$ cat src/hdl/fsr_defs.vh
`ifndef FSR_DEFS_VH
`define FSR_DEFS_VH
// bus address and direction
`define FSR_ADDR         7'h50
`define FSR_DIR_READ     1'b1
// frame layout
`define FSR_FRAME_BYTES  3'h5
`define FSR_LAST_BYTE    3'h4
`define FSR_BIT_LAST     3'h7
`define FSR_FLOW_W       12
`define FSR_HI_PAD       4'h0
// zero-flow count loaded at reset
`define FSR_FLOW_RESET   12'h199
`endif

$ cat src/hdl/fsr_readout.v
// Notes on behaviour
// - respond only to 7-bit address 0x50; ignore all others.
// - works with master clock at 100 kHz and 400 kHz.
// - each byte is eight bits plus one response bit; low acknowledges.
// - slave pulls data low in response slot to acknowledge, then releases.
// - data sampled on rising clock; driver holds data stable while clock high.
// - flow measured continuously; a read returns the latest sample, no trigger.
// - every byte leaves most significant bit first.
// - checksum byte goes first, then flow high byte, then low byte.
// - frame is five bytes: checksum then four data bytes covered by it.
// - flow is 12-bit unsigned; high byte upper four bits are zero.
// - checksum is two's complement of modulo-256 sum of data bytes.
`include "fsr_defs.vh"
module fsr_readout (
	input  wire        mclk_in,
	input  wire        arst_n_in,
	input  wire        scl_in,
	input  wire        sda_in,
	output wire        sda_out,
	output reg         sda_oe_out,
	input  wire [11:0] flow_in,
	input  wire        flow_valid_in,
	output reg         busy_out
);
	localparam ST_IDLE = 3'h0;
	localparam ST_ADDR = 3'h1;
	localparam ST_AACK = 3'h2;
	localparam ST_SEND = 3'h3;
	localparam ST_MACK = 3'h4;

	reg        rst_s1;
	reg        rst_n;
	wire       scl;
	wire       sda;
	reg        scl_d;
	reg        sda_d;
	reg  [2:0] state;
	reg  [2:0] bit_cnt;
	reg  [2:0] byte_idx;
	reg  [7:0] shreg;
	reg  [11:0] flow;
	reg  [11:0] flow_snap;
	reg        drive_low;
	reg        addr_done;
	wire [7:0] first_byte;
	wire [7:0] next_byte;

	////////////////////////////////////////////////////////////////////////
	// reset release and pin sampling

	always @(posedge mclk_in or negedge arst_n_in)
	begin
		if (!arst_n_in)
		begin
			rst_s1 <= 1'b0;
			rst_n  <= 1'b0;
		end
		else
		begin
			rst_s1 <= 1'b1;
			rst_n  <= rst_s1;
		end
	end

	fsr_sync u_scl (
		.mclk_in  (mclk_in),
		.rst_n_in (rst_n),
		.d_in     (scl_in),
		.q_out    (scl)
	);

	fsr_sync u_sda (
		.mclk_in  (mclk_in),
		.rst_n_in (rst_n),
		.d_in     (sda_in),
		.q_out    (sda)
	);

	wire scl_rise = scl & ~scl_d;
	wire scl_fall = ~scl & scl_d;
	wire start_c  = scl & scl_d & sda_d & ~sda;
	wire stop_c   = scl & scl_d & ~sda_d & sda;

	////////////////////////////////////////////////////////////////////////
	// frame byte selection

	function [7:0] frame_byte;
		input [2:0]  idx;
		input [11:0] f;
		reg   [7:0]  hi;
		reg   [7:0]  lo;
		begin
			hi = {`FSR_HI_PAD, f[11:8]};
			lo = f[7:0];
			case (idx)
				3'h0:    frame_byte = 8'h00 - (hi + lo + hi + lo);
				3'h1:    frame_byte = hi;
				3'h2:    frame_byte = lo;
				3'h3:    frame_byte = hi;
				3'h4:    frame_byte = lo;
				default: frame_byte = 8'hff;
			endcase
		end
	endfunction

	////////////////////////////////////////////////////////////////////////
	// latest measurement, refreshed whenever flow_valid_in is high

	always @(posedge mclk_in or negedge rst_n)
	begin
		if (!rst_n)
			flow <= `FSR_FLOW_RESET;
		else if (flow_valid_in)
			flow <= flow_in;
	end

	assign sda_out = 1'b0;

	assign first_byte = frame_byte(3'h0, flow_snap);
	assign next_byte  = frame_byte(byte_idx + 3'h1, flow_snap);

	////////////////////////////////////////////////////////////////////////
	// bus engine; shifts on falling clock, samples on rising

	always @(posedge mclk_in or negedge rst_n)
	begin
		if (!rst_n)
		begin
			scl_d      <= 1'b1;
			sda_d      <= 1'b1;
			state      <= ST_IDLE;
			bit_cnt    <= 3'h0;
			byte_idx   <= 3'h0;
			shreg      <= 8'h00;
			flow_snap  <= `FSR_FLOW_RESET;
			drive_low  <= 1'b0;
			addr_done  <= 1'b0;
			sda_oe_out <= 1'b0;
			busy_out   <= 1'b0;
		end
		else
		begin
			scl_d <= scl;
			sda_d <= sda;
			if (stop_c)
			begin
				state      <= ST_IDLE;
				sda_oe_out <= 1'b0;
				busy_out   <= 1'b0;
			end
			else if (start_c)
			begin
				state      <= ST_ADDR;
				bit_cnt    <= 3'h0;
				addr_done  <= 1'b0;
				sda_oe_out <= 1'b0;
				busy_out   <= 1'b0;
			end
			else
			begin
				case (state)
					ST_IDLE:
						sda_oe_out <= 1'b0;
					ST_ADDR:
					begin
						if (scl_rise)
						begin
							shreg   <= {shreg[6:0], sda};
							bit_cnt <= bit_cnt + 3'h1;
							if (bit_cnt == `FSR_BIT_LAST)
								addr_done <= 1'b1;
						end
						// ack slot opens on the falling edge after bit eight
						// the fall right after start carries no byte, hence the flag
						if (scl_fall && addr_done)
						begin
							addr_done <= 1'b0;
							if (shreg == {`FSR_ADDR, `FSR_DIR_READ})
							begin
								state      <= ST_AACK;
								sda_oe_out <= 1'b1;
								busy_out   <= 1'b1;
								// snapshot so a frame stays self-consistent
								flow_snap  <= flow;
							end
							else
								state <= ST_IDLE;
						end
					end
					ST_AACK:
						if (scl_fall)
						begin
							state     <= ST_SEND;
							byte_idx  <= 3'h0;
							bit_cnt   <= 3'h0;
							shreg      <= first_byte;
							drive_low  <= 1'b0;
							sda_oe_out <= ~first_byte[`FSR_BIT_LAST];
						end
					ST_SEND:
						if (scl_fall)
						begin
							if (bit_cnt == `FSR_BIT_LAST)
							begin
								state      <= ST_MACK;
								sda_oe_out <= 1'b0;
							end
							else
							begin
								bit_cnt    <= bit_cnt + 3'h1;
								shreg      <= {shreg[6:0], 1'b0};
								sda_oe_out <= ~shreg[6];
							end
						end
					ST_MACK:
					begin
						if (scl_rise)
							drive_low <= sda; // remember response
						if (scl_fall)
						begin
							if (drive_low || byte_idx == `FSR_LAST_BYTE)
							begin
								state      <= ST_IDLE;
								sda_oe_out <= 1'b0;
								busy_out   <= 1'b0;
							end
							else
							begin
								state      <= ST_SEND;
								byte_idx   <= byte_idx + 3'h1;
								bit_cnt    <= 3'h0;
								shreg      <= next_byte;
								sda_oe_out <= ~next_byte[`FSR_BIT_LAST];
							end
						end
					end
					default:
						state <= ST_IDLE;
				endcase
			end
		end
	end
endmodule

$ cat src/hdl/fsr_sync.v
`include "fsr_defs.vh"
module fsr_sync (
	input  wire mclk_in,
	input  wire rst_n_in,
	input  wire d_in,
	output reg  q_out
);
	reg s1;
	reg s2;
	reg s3;
	// first stage feeds only the second; change accepted when 2 and 3 agree
	always @(posedge mclk_in or negedge rst_n_in)
	begin
		if (!rst_n_in)
		begin
			s1    <= 1'b1;
			s2    <= 1'b1;
			s3    <= 1'b1;
			q_out <= 1'b1;
		end
		else
		begin
			s1 <= d_in;
			s2 <= s1;
			s3 <= s2;
			if (s2 == s3)
				q_out <= s3;
		end
	end
endmodule

$ cat config.mk
export PLATFORM = sky130hd
export DESIGN_NAME = fsr_readout
export DESIGN_NICKNAME = d
export VERILOG_FILES = /design/src/hdl/fsr_readout.v /design/src/hdl/fsr_sync.v
export VERILOG_INCLUDE_DIRS = /design/src /design/src/hdl
export SDC_FILE = /design/constraint.sdc
export NUM_CORES = 1
export LEC_CHECK = 0
export ABC_AREA = 1
export BUFFER_PORTS_ARGS = -buffer_cell sky130_fd_sc_hd__buf_2
export CAP_MARGIN = 20
export CORE_MARGIN = 4
export CORE_UTILIZATION = 61
export DETAILED_ROUTE_END_ITERATION = 10
export GPL_TIMING_DRIVEN = 0
export PLACE_DENSITY = 0.9
export SYNTH_ARGS = -nofsm -noshare
export SYNTH_HDL_FRONTEND = slang
export SYNTH_SLANG_ARGS = --single-unit
export TNS_END_PERCENT = 5
$ cat constraint.sdc
create_clock -name mclk_in -period 2 [get_ports mclk_in]
set_clock_uncertainty 0.1 [all_clocks]
set_input_delay 0.2 -clock mclk_in [delete_from_list [all_inputs] [get_ports mclk_in]]
set_output_delay 0.2 -clock mclk_in [all_outputs]
set_load 0.02 [all_outputs]
==> impl_metrics.toml <==
[sta]
slew_headroom_pct = 57.3
max_clock_freq_mhz = 322
final-max-slew-violation-count = 0
tightest_slew_ns = 0.636
setup_slack_ns = -1.10
fin_crit_ns = 3.10
rsz0062_at_grt = "yes"
fin_tns_setup_ns = -7.56
setup_viol = 9
finalCritPeriodShare_pct = 155
final-hold-violation-count = 0

[yosys]
synth_top_area_cell = "dfrtp_1"
yosysMostFrequentCell = "nand2_1"
synth.avg_cell_area_um2 = 8.30
yosys_warnings = 0
yosysSeqAreaShare_pct = 42.0
synth-edff-count = 0
synth_common_cells = "nand2_1 (95), inv_1 (57), dfrtp_1 (37), o21ai_0 (37), nor2_1 (30)"
ys_types = 39
ys.flop_type = "dfrtp_1"
synth_top_area_share_pct = 26.8
async_flop_share_pct = 100
synth.ff_latch_count = 57
synth.area.top_cells = "dfrtp_1 (27%), dfstp_2 (15%), nand2_1 (10%), ha_1 (7.6%), inv_1 (6.2%)"
syn_inst = 416
syn_area_um2 = 3450
synth_fp_nets = 457

[detailed_routing]
ant_nets = 0
wl_mm = 8.87
vias = 3104
drtIter0Drc = 275
drt-pass1-iter-count = 6
routed_via_density = 5.64
route.detailed.drc = 0
post_drt_wl_per_cell_um = 16.1

[worst_setup_path]
cpLargestDelayFamily = "adder cells"
crit_arrival_ns = 3.24
cp-start-kind = "register"
critPathBufInv = 3
crit_path_end_kind = "register"
cp.required_ns = 2.14
critPathMaxFanout = 3
slowest_delay_ns = 0.52
path_cells = "inv_2 -> ha_4 -> xor2_2 -> fa_2 -> inv_2 -> fa_1 -> ha_2 -> inv_2 -> fa_2 -> nand3b_1 -> nand2_1 -> nand2_2 -> nand4_1 -> nand3_1 -> nor2_1 -> nor2_1"
crit_path_frequent_cell = "inv_2"
crit_path_top_delay_cell = "fa_1"
critPathKind = "register to register"

[run_status]
violations = "setup timing"
status = "finished with violations"

[layout]
final_util_pct = 75.5
drive_gt1_share_pct = 27.8
seqCellArea_um2 = 1450
areaGrowthSynthToFinish_pct = 20.4
layout.nets = 514
nFillCells = 308
antennaDiodeCount = 0
multi_input_area_um2 = 1770

[flow_run]
cap_violations = 0

[hold_path]
hp-class = "input pin to register"

[placed_design]
io_buffers = 18
dp_hpwl_mm = 5.31
gp_congestion = 0.911
dp_slack_ns = -1.06

[global_route]
grt_max_degree = 31
grt.met3_usage_pct = 6.85
gr-usage-met2_pct = 48.4
grt.busiest_layer = "met2"
grt_pass1_vias = 3229
overflow = 0
antenna_found_initial = 0
grtUsageTotal_pct = 27.1
use_met1_pct = 30.3
grt_pass1_wl_mm = 15.0

[cts]
tritoncts = "built"
worstSkewPairLatency_ns = 0.35
cts.path.max_buffers = 2
htree_levels = 3
cts_buffers = 9
cts-root-buf = "clkbuf_8"
cts.sinks = 57
path_clk_slew_ns = 0.08

[floorplan]
die_h_um = 83.2
core_um2 = 5510
num_rows = 27
die_width_um = 83.2
die-area_um2 = 6930
start_util_pct = 62.7
ios = 20

[power]
power.density_nw_per_um2 = 749
max-vdd-ir-drop_uv = 593
p_leak_uw = 0.00216
-- cell families (layout without fill, tap and decap cells) --
| logic type | Yosys count | after routing | share of synthesized area [%] |
|---|---|---|---|
| compound gates | 70 | 70 | 12.2 |
| fa+ha+maj | 26 | 26 | 9.93 |
| xor+xnor | 10 | 10 | 2.54 |
| buf+inv | 70 | 132 | 8.44 |
| other cells | 2 | 2 | 0.217 |
| flops | 57 | 57 | 42.0 |
| simple gates | 181 | 181 | 24.6 |
-- worst reg2reg max path, delay by kind of cell, from the launching register on --
kind,cells,cell delay [ns]
adders and majority gates,5,1.56
and+or+nand+nor,7,0.64
DFF,1,0.38
xor gates and xnor gates,1,0.17
buffers and inverters,3,0.16
-- cells in the final DEF (no fill, tap or decap), types with 3 or more instances in the layout --
master and count:
nand3_1 24, dlygate4sd3_1 17, ha_2 3, o21ai_0 31, a21oi_1 7, buf_6 3, clkinvlp_4 3, inv_2 13
o21ai_2 11, buf_2 18, buf_4 11, ha_1 17, clkbuf_8 9, dfstp_2 20, o21ai_1 11, nand4_1 3
nor2_4 3, nand3_2 4, inv_1 50, dfrtp_1 36, xnor2_1 6, nor2_1 29, nand2_2 10, o22ai_1 4
nor2_2 5, nand2_4 6, nand2_1 91
-- state kept, by name, summed over array words and instances (netlist names), 3 cells and up --
register / cells
flow: 12
flow_snap: 12
shreg: 8
bit_cnt: 3
byte_idx: 3
state: 3
-- timing repair --
action | 4_1_cts | 5_1_grt
pin swaps | 12 | 12
resized for setup | 12 | 8
hold buffers | 17 | 0
setup endpoints to repair | 9 | 12
buffers inserted | 6 | 4
hold endpoints to repair | 16 | 0
cloned | 0 | 0
-- per-stage QoR --
step	power [uW]	area (um^2)	hold slack, ns	std cells
4_1_cts	3100	4110	0.00479	546
5_1_grt	3290	4160	0.0473	550
3_3_place_gp	1960	3660	-0.114	506
3_5_place_dp	2000	3680	-0.109	507
2_1_floorplan	1860	3480	-0.196	416
6_report	3110	4160	0.0355	550
-- layout make-up --
type | count | share of cell area, %
multi-input combinational | 289 | 42.6
sequential | 57 | 34.9
timing repair buffer | 46 | 8.55
inverter | 64 | 5.84
clock buffer | 9 | 2.98
tap | 72 | 2.17
clock inverter | 7 | 1.72
buffer | 6 | 1.17
-- layer usage --
metal	vias up	wire length [um]
met2	146	4660
met5	-	0
li1	1434	-
met1	1491	3320
met3	33	557
met4	0	330
-- worst paths after layout --
path	start	to	slack [ns]	cells after the start
worst max-delay path	flow_snap[1]	shreg[6]	-1.10	16
worst min-delay path	flow_valid_in	flow[9]	0.04	2
worst max register to register	flow_snap[1]	shreg[6]	-1.10	16
worst min register to register	rst_n	drive_low	0.17	0
max in group asynchronous	rst_n	flow_snap[8]	1.00	1
min in group asynchronous	arst_n_in	rst_s1	0.06	2
-- report_power, final --
part | leakage (uW) | switching (uW) | internal, uW
registers | 0.000656 | 112 | 1320
logic | 0.00141 | 361 | 241
clock network | 0.0000912 | 508 | 571
Note: power is estimated with default switching activity, not from simulation.
